<file path="src/inc/heater_supervisor_map.svh">
// Constants: reset values and timing figures of the heater channel supervisor
`ifndef HEATER_SUPERVISOR_MAP_SVH
`define HEATER_SUPERVISOR_MAP_SVH

// ==========================================================
// Clock and timing
`define HS_CLK_HZ          25000000
`define HS_DEBOUNCE_MS     20
`define HS_TEST_TOGGLE_S   5
`define HS_TEST_LEN_S      30

// ==========================================================
// Channel count, per-channel reset values and the device soft-off reset value
`define HS_NUM_CH          7
`define HS_RST_CHECK_EN    1'b0
`define HS_RST_CLOSED_OK   1'b0
`define HS_RST_CHAN_ON     1'b1
`define HS_RST_HEAT_OPEN   1'b0
`define HS_RST_SOFT_OFF    1'b0

`endif

</file>
<file path="src/inc/heater_supervisor_pkg.sv">
// Types shared by the heater channel supervisor and its bench
`default_nettype none
package heater_supervisor_pkg;

	// Device on/off state, one-hot
	typedef enum logic [2:0] {
		DEV_ON         = 3'b001,
		DEV_OFF_SOFT   = 3'b010,
		DEV_OFF_SWITCH = 3'b100
	} dev_state_e;

	// Per-channel settings
	typedef struct packed {
		logic check_en;
		logic check_closed_ok;
		logic chan_on;
		logic heat_open;
	} chan_cfg_s;

	// Alarm causes of one channel
	typedef struct packed {
		logic present;
		logic cable_fail;
		logic sensor_fail;
	} alarm_cause_s;

endpackage : heater_supervisor_pkg
`default_nettype wire

</file>
<file path="src/verilog/contact_debouncer.sv">
// Three-flop synchroniser and stability debouncer for one contact input
`default_nettype none
module contact_debouncer #(
	parameter int STABLE_CYCLES = 500000
)(
	input  wire logic clk,
	input  wire logic srst,
	input  wire logic pin,
	output logic      level
);
	logic        s1_reg;
	logic        s2_reg;
	logic        s3_reg;
	logic [31:0] cnt_reg;

	always_ff @(posedge clk)
	begin
		s1_reg <= pin;
		s2_reg <= s1_reg;
		s3_reg <= s2_reg;
	end

	// ==========================================================
	// A change is accepted only after the contact has held still
	always_ff @(posedge clk)
	begin
		if (srst)
		begin
			cnt_reg <= 32'h0;
			level   <= 1'b0;
		end
		else if (s2_reg != s3_reg || s3_reg == level)
			cnt_reg <= 32'h0;
		else if (cnt_reg >= 32'(STABLE_CYCLES - 1))
		begin
			cnt_reg <= 32'h0;
			level   <= s3_reg;
		end
		else
			cnt_reg <= cnt_reg + 32'h1;
	end
endmodule : contact_debouncer
`default_nettype wire

</file>
<file path="src/verilog/relay_test_timer.sv">
// Timed relay exercise for one channel: on/off every step until the test ends
`default_nettype none
`include "heater_supervisor_map.svh"
module relay_test_timer #(
	parameter int TICK_CYCLES = `HS_CLK_HZ
)(
	input  wire logic clk,
	input  wire logic srst,
	input  wire logic start,
	input  wire logic stop,
	input  wire logic allow,
	output logic      running,
	output logic      phase_on
);
	localparam int STEPS = `HS_TEST_LEN_S / `HS_TEST_TOGGLE_S;

	logic [31:0] pre_reg;
	logic [7:0]  sec_reg;
	logic [7:0]  step_reg;
	logic        tick;

	// Prescaler restarts with the test so every step is whole
	assign tick = running && (pre_reg == 32'(TICK_CYCLES - 1));

	always_ff @(posedge clk)
	begin
		if (srst || !running || (start && allow))
			pre_reg <= 32'h0;
		else if (tick)
			pre_reg <= 32'h0;
		else
			pre_reg <= pre_reg + 32'h1;
	end

	always_ff @(posedge clk)
	begin
		if (srst || stop)
		begin
			running  <= 1'b0;
			phase_on <= 1'b0;
			sec_reg  <= 8'h0;
			step_reg <= 8'h0;
		end
		else if (start && allow)
		begin
			running  <= 1'b1;
			phase_on <= 1'b1;
			sec_reg  <= 8'h0;
			step_reg <= 8'h0;
		end
		else if (tick)
		begin
			if (sec_reg == 8'(`HS_TEST_TOGGLE_S - 1))
			begin
				sec_reg <= 8'h0;
				if (step_reg == 8'(STEPS - 1))
				begin
					running  <= 1'b0;
					phase_on <= 1'b0;
				end
				else
				begin
					step_reg <= step_reg + 8'h1;
					phase_on <= ~phase_on;
				end
			end
			else
				sec_reg <= sec_reg + 8'h1;
		end
	end
endmodule : relay_test_timer
`default_nettype wire

</file>
<file path="src/verilog/heater_channel_supervisor.sv">
// Seven-channel heater supervision: current check, on/off gating, relay test, alarms, counters
//
// Summary of operation
// Check current only while channel heats.
// Failed enabled current check raises channel alarm.
// Per-channel check enable, reset disabled.
// Per-channel polarity: open-ok or closed-ok.
// Polarity resets to open-means-ok.
// Monitor n wired to check input n.
// Monitor contact sense either way round.
// Channel off: no regulation, no alarms, settings kept.
// Off channel still observed and configurable.
// Device off suspends all channels, keeps settings; a relay test still starts and drives its relay.
// Switch input also forces device off.
// No switch attached means device on.
// Report soft off and switch off distinctly.
// Relay test toggles every 5s for 30s.
// Relay test start and stop per channel.
// Alarm relay with NO and NC contacts.
// All channel causes share one alarm flag.
// Device alarm when any channel alarm present.
// Mask alarms of off channel or device.
// Each active alarm individually retrievable.
// Per-channel on counters, total, clearable.
// Heating contact sense per channel, default closed.
// Synchronise and debounce all contact inputs.
`default_nettype none
`include "heater_supervisor_map.svh"
module heater_channel_supervisor
	import heater_supervisor_pkg::*;
#(
	parameter int NUM_CH          = `HS_NUM_CH,
	parameter int CNT_W           = 16,
	parameter int DEBOUNCE_CYCLES = (`HS_CLK_HZ / 1000) * `HS_DEBOUNCE_MS,
	parameter int TICK_CYCLES     = `HS_CLK_HZ
)(
	input  wire logic                        clk,
	input  wire logic                        srst,
	// Contact pins: 1 = shorted to the common return
	input  wire logic [NUM_CH-1:0]           channel_check_inputs,
	input  wire logic                        device_off_switch_input,
	// From regulation and sensing
	input  wire logic [NUM_CH-1:0]           heating_request,
	input  wire logic [NUM_CH-1:0]           sensor_fault,
	input  wire logic [NUM_CH-1:0]           channel_active,
	// Settings
	input  wire logic                        cfg_write,
	input  wire logic [2:0]                  cfg_channel,
	input  wire chan_cfg_s                   cfg_data,
	input  wire logic                        soft_off_write,
	input  wire logic                        soft_off_value,
	// Relay test commands, one-cycle pulses
	input  wire logic [NUM_CH-1:0]           test_start,
	input  wire logic [NUM_CH-1:0]           test_stop,
	// Counter access
	input  wire logic                        counter_clear,
	input  wire logic [2:0]                  view_channel,
	// Outputs
	output logic      [NUM_CH-1:0]           relay_closed,
	output logic      [NUM_CH-1:0]           heating_on,
	output logic      [NUM_CH-1:0]           test_running,
	output logic                             alarm_no_closed,
	output logic                             alarm_nc_closed,
	output logic      [NUM_CH-1:0]           channel_alarm,
	output logic                             device_alarm,
	output alarm_cause_s                     alarm_view,
	output logic      [2:0]                  alarm_next,
	output dev_state_e                       device_state,
	output chan_cfg_s                        cfg_view,
	output logic      [NUM_CH-1:0]           check_ok,
	output logic      [CNT_W-1:0]            count_view,
	output logic      [CNT_W+2:0]            count_total
);
	localparam int TOT_W = CNT_W + 3;

	// ==========================================================
	// Per-channel settings
	chan_cfg_s cfg_reg [NUM_CH];
	logic      soft_off_reg;

	// Settings are taken whatever the channel or device state
	always_ff @(posedge clk)
	begin
		if (srst)
		begin
			for (int i = 0; i < NUM_CH; i++)
			begin
				cfg_reg[i].check_en        <= `HS_RST_CHECK_EN;
				cfg_reg[i].check_closed_ok <= `HS_RST_CLOSED_OK;
				cfg_reg[i].chan_on         <= `HS_RST_CHAN_ON;
				cfg_reg[i].heat_open       <= `HS_RST_HEAT_OPEN;
			end
		end
		else if (cfg_write && (32'(cfg_channel) < NUM_CH))
			cfg_reg[cfg_channel] <= cfg_data;
	end

	always_ff @(posedge clk)
	begin
		if (srst)
			soft_off_reg <= `HS_RST_SOFT_OFF;
		else if (soft_off_write)
			soft_off_reg <= soft_off_value;
	end

	// ==========================================================
	// Contact inputs
	logic [NUM_CH-1:0] check_closed;
	logic              switch_closed;

	genvar g;
	generate
		for (g = 0; g < NUM_CH; g++)
		begin : g_check_in
			// Monitor n sits on input n
			contact_debouncer #(
				.STABLE_CYCLES (DEBOUNCE_CYCLES)
			) u_deb (
				.clk   (clk),
				.srst  (srst),
				.pin   (channel_check_inputs[g]),
				.level (check_closed[g])
			);
		end
	endgenerate

	contact_debouncer #(
		.STABLE_CYCLES (DEBOUNCE_CYCLES)
	) u_switch_deb (
		.clk   (clk),
		.srst  (srst),
		.pin   (device_off_switch_input),
		.level (switch_closed)
	);

	// ==========================================================
	// Device on/off state
	// An open switch input, which is what no switch looks like, means on.
	// The switch takes precedence in the report because it cannot be
	// overridden from the menu side.
	always_ff @(posedge clk)
	begin
		if (srst)
			device_state <= DEV_ON;
		else if (switch_closed)
			device_state <= DEV_OFF_SWITCH;
		else if (soft_off_reg)
			device_state <= DEV_OFF_SOFT;
		else
			device_state <= DEV_ON;
	end

	logic dev_off;
	assign dev_off = (device_state != DEV_ON);

	// ==========================================================
	// Relay test and effective heating
	logic [NUM_CH-1:0] test_phase;
	logic [NUM_CH-1:0] chan_on;
	logic [NUM_CH-1:0] heat_next;

	generate
		for (g = 0; g < NUM_CH; g++)
		begin : g_test
			assign chan_on[g] = cfg_reg[g].chan_on;

			relay_test_timer #(
				.TICK_CYCLES (TICK_CYCLES)
			) u_test (
				.clk      (clk),
				.srst     (srst),
				.start    (test_start[g]),
				.stop     (test_stop[g]),
				.allow    (channel_active[g]),
				.running  (test_running[g]),
				.phase_on (test_phase[g])
			);
		end
	endgenerate

	// A running test owns the relay; otherwise regulation drives it only
	// while both the channel and the device are on.
	always_comb
	begin
		for (int i = 0; i < NUM_CH; i++)
		begin
			if (test_running[i])
				heat_next[i] = test_phase[i];
			else
				heat_next[i] = heating_request[i] & chan_on[i] & ~dev_off;
		end
	end

	always_ff @(posedge clk)
	begin
		if (srst)
			heating_on <= '0;
		else
			heating_on <= heat_next;
	end

	// Logical on becomes a closed or an open contact per channel
	always_ff @(posedge clk)
	begin
		if (srst)
		begin
			for (int i = 0; i < NUM_CH; i++)
				relay_closed[i] <= `HS_RST_HEAT_OPEN;
		end
		else
		begin
			for (int i = 0; i < NUM_CH; i++)
				relay_closed[i] <= heat_next[i] ^ cfg_reg[i].heat_open;
		end
	end

	// ==========================================================
	// Current check
	// The check is only meaningful while current should flow, so a channel
	// with heating off neither passes nor fails.
	logic [NUM_CH-1:0] check_pass;
	logic [NUM_CH-1:0] cable_fail;

	always_comb
	begin
		for (int i = 0; i < NUM_CH; i++)
		begin
			// Either contact sense of the monitor is served by the polarity
			check_pass[i] = cfg_reg[i].check_closed_ok ? check_closed[i]
				: ~check_closed[i];
			cable_fail[i] = cfg_reg[i].check_en & heating_on[i] & ~check_pass[i];
		end
	end

	always_ff @(posedge clk)
	begin
		if (srst)
			check_ok <= '1;
		else
		begin
			for (int i = 0; i < NUM_CH; i++)
				if (heating_on[i] && cfg_reg[i].check_en)
					check_ok[i] <= check_pass[i];
		end
	end

	// ==========================================================
	// Alarms
	logic [NUM_CH-1:0] cable_alarm;
	logic [NUM_CH-1:0] sensor_alarm;
	logic [NUM_CH-1:0] alarm_next_vec;

	always_comb
	begin
		for (int i = 0; i < NUM_CH; i++)
		begin
			cable_alarm[i]    = cable_fail[i] & chan_on[i] & ~dev_off;
			sensor_alarm[i]   = sensor_fault[i] & chan_on[i] & ~dev_off;
			alarm_next_vec[i] = cable_alarm[i] | sensor_alarm[i];
		end
	end

	always_ff @(posedge clk)
	begin
		if (srst)
		begin
			channel_alarm <= '0;
			device_alarm  <= 1'b0;
		end
		else
		begin
			channel_alarm <= alarm_next_vec;
			device_alarm  <= |alarm_next_vec;
		end
	end

	// Alarm relay: NO closes and NC opens on a device alarm
	assign alarm_no_closed = device_alarm;
	assign alarm_nc_closed = ~device_alarm;

	// ==========================================================
	// Alarm inspection
	// The viewer picks a channel; alarm_next points to the next channel with
	// an alarm after it, wrapping, so software can step through them all.
	logic [2:0] next_idx;
	logic       found;

	always_comb
	begin
		int j;
		j        = 0;
		next_idx = view_channel;
		found    = 1'b0;
		for (int k = 1; k <= NUM_CH; k++)
		begin
			j = (32'(view_channel) + k) % NUM_CH;
			if (!found && alarm_next_vec[j])
			begin
				next_idx = 3'(j);
				found    = 1'b1;
			end
		end
	end

	always_ff @(posedge clk)
	begin
		if (srst)
		begin
			alarm_view <= '0;
			alarm_next <= 3'h0;
			cfg_view   <= '0;
		end
		else if (32'(view_channel) < NUM_CH)
		begin
			alarm_view.present     <= alarm_next_vec[view_channel];
			alarm_view.cable_fail  <= cable_alarm[view_channel];
			alarm_view.sensor_fail <= sensor_alarm[view_channel];
			alarm_next             <= next_idx;
			cfg_view               <= cfg_reg[view_channel];
		end
		else
		begin
			alarm_view <= '0;
			alarm_next <= next_idx;
			cfg_view   <= '0;
		end
	end

	// ==========================================================
	// Relay on counters
	// Counters saturate rather than wrap so a worn relay never looks new.
	logic [CNT_W-1:0] count_reg [NUM_CH];
	logic [NUM_CH-1:0] heat_prev_reg;
	logic [TOT_W-1:0]  total_sum;

	always_ff @(posedge clk)
	begin
		if (srst)
			heat_prev_reg <= '0;
		else
			heat_prev_reg <= heating_on;
	end

	always_ff @(posedge clk)
	begin
		if (srst || counter_clear)
		begin
			for (int i = 0; i < NUM_CH; i++)
				count_reg[i] <= '0;
		end
		else
		begin
			for (int i = 0; i < NUM_CH; i++)
				if (heating_on[i] && !heat_prev_reg[i] && (count_reg[i] != '1))
					count_reg[i] <= count_reg[i] + CNT_W'(1);
		end
	end

	always_comb
	begin
		total_sum = '0;
		for (int i = 0; i < NUM_CH; i++)
			total_sum = total_sum + TOT_W'(count_reg[i]);
	end

	always_ff @(posedge clk)
	begin
		if (srst)
		begin
			count_view  <= '0;
			count_total <= '0;
		end
		else
		begin
			count_total <= total_sum;
			if (32'(view_channel) < NUM_CH)
				count_view <= count_reg[view_channel];
			else
				count_view <= '0;
		end
	end

endmodule : heater_channel_supervisor
`default_nettype wire

</file>
<file path="config.mk">
export PLATFORM = sky130hd
export DESIGN_NAME = heater_channel_supervisor
export DESIGN_NICKNAME = d
export VERILOG_FILES = /design/src/inc/heater_supervisor_pkg.sv /design/src/verilog/contact_debouncer.sv /design/src/verilog/relay_test_timer.sv /design/src/verilog/heater_channel_supervisor.sv
export VERILOG_INCLUDE_DIRS = /design/src /design/src/inc
export SDC_FILE = /design/constraint.sdc
export NUM_CORES = 2
export LEC_CHECK = 0
export ABC_AREA = 1
export BUFFER_PORTS_ARGS = -buffer_cell sky130_fd_sc_hd__buf_2
export CAP_MARGIN = 20
export CORE_ASPECT_RATIO = 0.8
export CORE_MARGIN = 2
export CORE_UTILIZATION = 50
export DETAILED_ROUTE_END_ITERATION = 10
export GPL_ROUTABILITY_DRIVEN = 0
export PLACE_DENSITY = 0.73
export SKIP_CTS_REPAIR_TIMING = 1
export SYNTH_ARGS = -nofsm -noshare
export SYNTH_HDL_FRONTEND = slang
export SYNTH_SLANG_ARGS = --single-unit
</file>
<file path="constraint.sdc">
create_clock -name clk -period 17.9 [get_ports clk]
set_input_delay 5.37 -clock clk [delete_from_list [all_inputs] [get_ports clk]]
set_output_delay 5.37 -clock clk [all_outputs]
set_load 0.02 [all_outputs]
</file>
==> key figures <==
Status
  • Status: complete, no violations

Cells and area
  • Area Overhead vs Synth: 12.2%
  • Share of cells above drive strength 1: 0.0925
  • Area occupied by multi-input gates: a little over 20000 µm²
  • Final layout net count: 5778
  • Fillers: approximately 7700
  • Layout Utilization: 0.565
  • Register area: 18800 µm²

Setup path
  • CP required: around 18 ns
  • Arrival time at the worst endpoint: a little under 10 ns
  • Worst r2r src: count_reg[6][1]
  • CP Capture Type: flip-flop
  • Kind of critical path: in -> reg
  • Startpoint Class: input pin
  • Worst setup startpoint: view_channel[1]
  • CP Max Fanout: 47

CTS
  • H-tree depth: 3
  • TritonCTS clock tree: built
  • Clock Tree Root: clkbuf_16
  • Worst skew pair latency: about 0.67 ns
  • Clock sinks: about 870
  • Clock buffer depth: 3
  • Number of CTS-inserted buffers: slightly below 90
  • Clock transition at path regs: ~0.06 ns

Die
  • Core ar.: 83900 µm²
  • Die area: between 80000 and 90000 µm²
  • # rows: 95
  • I/O Pins: 145
  • Die width: ~330 µm
  • Die H: 264 µm
  • Initial Utilization: 0.504

Synth
  • Post-synthesis mux area share: 0
  • Syn Area/Cell: around 8.0 µm²
  • Distinct cell type count after synthesis: 76
  • Synth warn: 0
  • Post-synth EDFFs: 144
  • Fraction of registers with async set/reset: 0
  • Synth Flop Type: dfxtp_1
  • Adder-Cell Fraction of Synth Area: 0.0641
  • Xor and xnor area share after synthesis: 0.0225
  • Synth Area in Compound Gates: 0.114
  • Synth Area in Simple Gates: 0.273
  • Synthesized area: about 42000 µm²
  • Synth Instances: ~5300
  • Largest family of logic cells by synthesized area: simple AND/OR/NAND/NOR gates
  • Register area share after synthesis: 0.444
  • Synth Register Bits: 867

Global routing
  • Largest net degree at the start of global routing: between 50 and 60
  • Overall Global Routing Usage: 0.227
  • First-pass GRT wire length: between 150000 and 200000 µm
  • Gr ovfl total: 0
  • Initial antenna violation count: 6
  • Vias in the first global route: 32474

Pwr
  • Peak VDD IR: just under 0.1 mV
  • Lkg Pwr: ~18 nW
  • Power Density: 95.8 nW/µm²
  • Design Power: approximately 4.5 mW

STA
  • Max-slew violation count: 0
  • Slew headroom: 0.269
  • Setup TNS: 0 ns
  • # setup viols final: 0
  • Worst-Margin Slew: approximately 1.1 ns
  • Clk_skew: roughly 0.031 ns
  • Fin crit period: between 9 and 10 ns
  • Peak Freq: 109 MHz
  • Hold Vio Cnt, Final: 0
  • Final period util: 0.514
  • RSZ-0062 raised after global routing: no

Worst hold path
  • Hold Path Class: reg -> reg
  • Hold Crit Start: u_switch_deb.s1_reg

Place
  • DP Wirelength: 73700 µm
  • Port bufs: between 100 and 150

Drt
  • Via count: 35580
  • DR DRC count: 0
  • First DRT Iteration DRCs: ~3100
  • DR WL/cell: 14.8 µm
  • TritonRoute pass-1 iters: 6
  • Routed Antenna Nets: 0
  • Vias/cell: 5.28
  • Drt total wl: 100000 µm

Job
  • Max-cap viol count: 0
logic make-up (layout without fill, tap and decap cells):
kind of cell             count (synthesis)  after routing
adder cells (fa/ha/maj)                170            170
other                                    1            111
AO/OA/AOI/OAI                          833            833
AND/OR/NAND/NOR                       2407           2407
buffers and inverters                  905           1129
flip-flops                             867            867
XOR/XNOR                               108            108
metal layers:
layer | track usage | share of wire | up-vias
met4 | 0.0627 | 0.023 | 6
met5 | 0 | 0.00034 | -
li1 | - | - | 18012
met3 | 0.0409 | 0.077 | 154
met1 | 0.335 | 0.48 | 16330
met2 | 0.338 | 0.42 | 1078
cells in the final DEF (no fill, tap or decap), types with 137 or more instances in the layout:
| master | n |
|---|---|
| a21oi_1 | 384 |
| inv_1 | 767 |
| nand3_1 | 207 |
| nand2_1 | 783 |
| buf_2 | 143 |
| nor3_1 | 223 |
| edfxtp_1 | 144 |
| nand4_1 | 137 |
| o21ai_0 | 201 |
| dfxtp_1 | 723 |
| nor2_1 | 672 |
critical path, cell delays in order:
cell and delay [ns]:
buf_2 0.09, buf_4 0.44, inv_2 0.54, ha_1 0.65, inv_1 0.15, ha_1 0.23, ha_1 0.20, inv_1 0.15
nand2_2 0.09, nand2_1 0.06, nand2_1 0.10, ha_1 0.25, nand3_4 0.12, nand2_4 0.09, nand2_1 0.09, nand3_1 0.10
nand3_1 0.14, nand3_2 0.13, nand2_2 0.14, nand4_4 0.11, nor2_2 0.21, inv_2 0.07, o21ai_1 0.14, a21oi_1 0.06
power by group:
part,switching (mW),internal (mW),total [mW]
clock network,0.792,1.05,1.84
registers,0.0466,2.05,2.09
logic,0.400,0.207,0.607
total,1.24,3.31,4.55
worst paths after layout:
| path | to | slack [ns] | cells past startpoint |
|---|---|---|---|
| hold / removal | u_switch_deb.s2_reg | 0.33 | 0 |
| setup reg to reg | count_total[15] | 12.71 | 23 |
| hold reg to reg | u_switch_deb.s2_reg | 0.33 | 0 |
| setup / recovery | alarm_next[2] | 8.70 | 24 |
area by class of cell:
class / count / area share
Timing Repair Buffer: 159 / 0.0176
Inverter: 807 / 0.0640
Tap cell: 1115 / 0.0294
Multi-Input combinational cell: 3626 / 0.431
Sequential cell: 867 / 0.396
Antenna cell: 3 / 0.000158
Clock buffer: 127 / 0.0534
Clock inverter: 36 / 0.00844
metrics by stage:
stage	hold slack [ns]	instances	setup slack, ns	instance area, µm²
3_3_place_gp	0.313	6574	8.29	44500
3_5_place_dp	0.312	6574	8.13	44500
4_1_cts	0.326	6737	8.83	47400
6_report	0.326	6740	8.70	47400
2_1_floorplan	0.310	5398	8.55	42700
5_1_grt	0.338	6739	8.39	47400
cells in the mapped netlist (all sizes together) (102+ instances only):
library cell / count / share of area
nor3b: 102 / 0.018
dfxtp: 723 / 0.34
inv: 804 / 0.072
a21oi: 386 / 0.046
nor2: 716 / 0.068
nor3: 245 / 0.033
o21ai: 225 / 0.028
edfxtp: 144 / 0.10
nand4: 147 / 0.023
nand3: 229 / 0.030
nand2: 816 / 0.075
nor4: 103 / 0.017
Power figures use the tool's default switching activity.
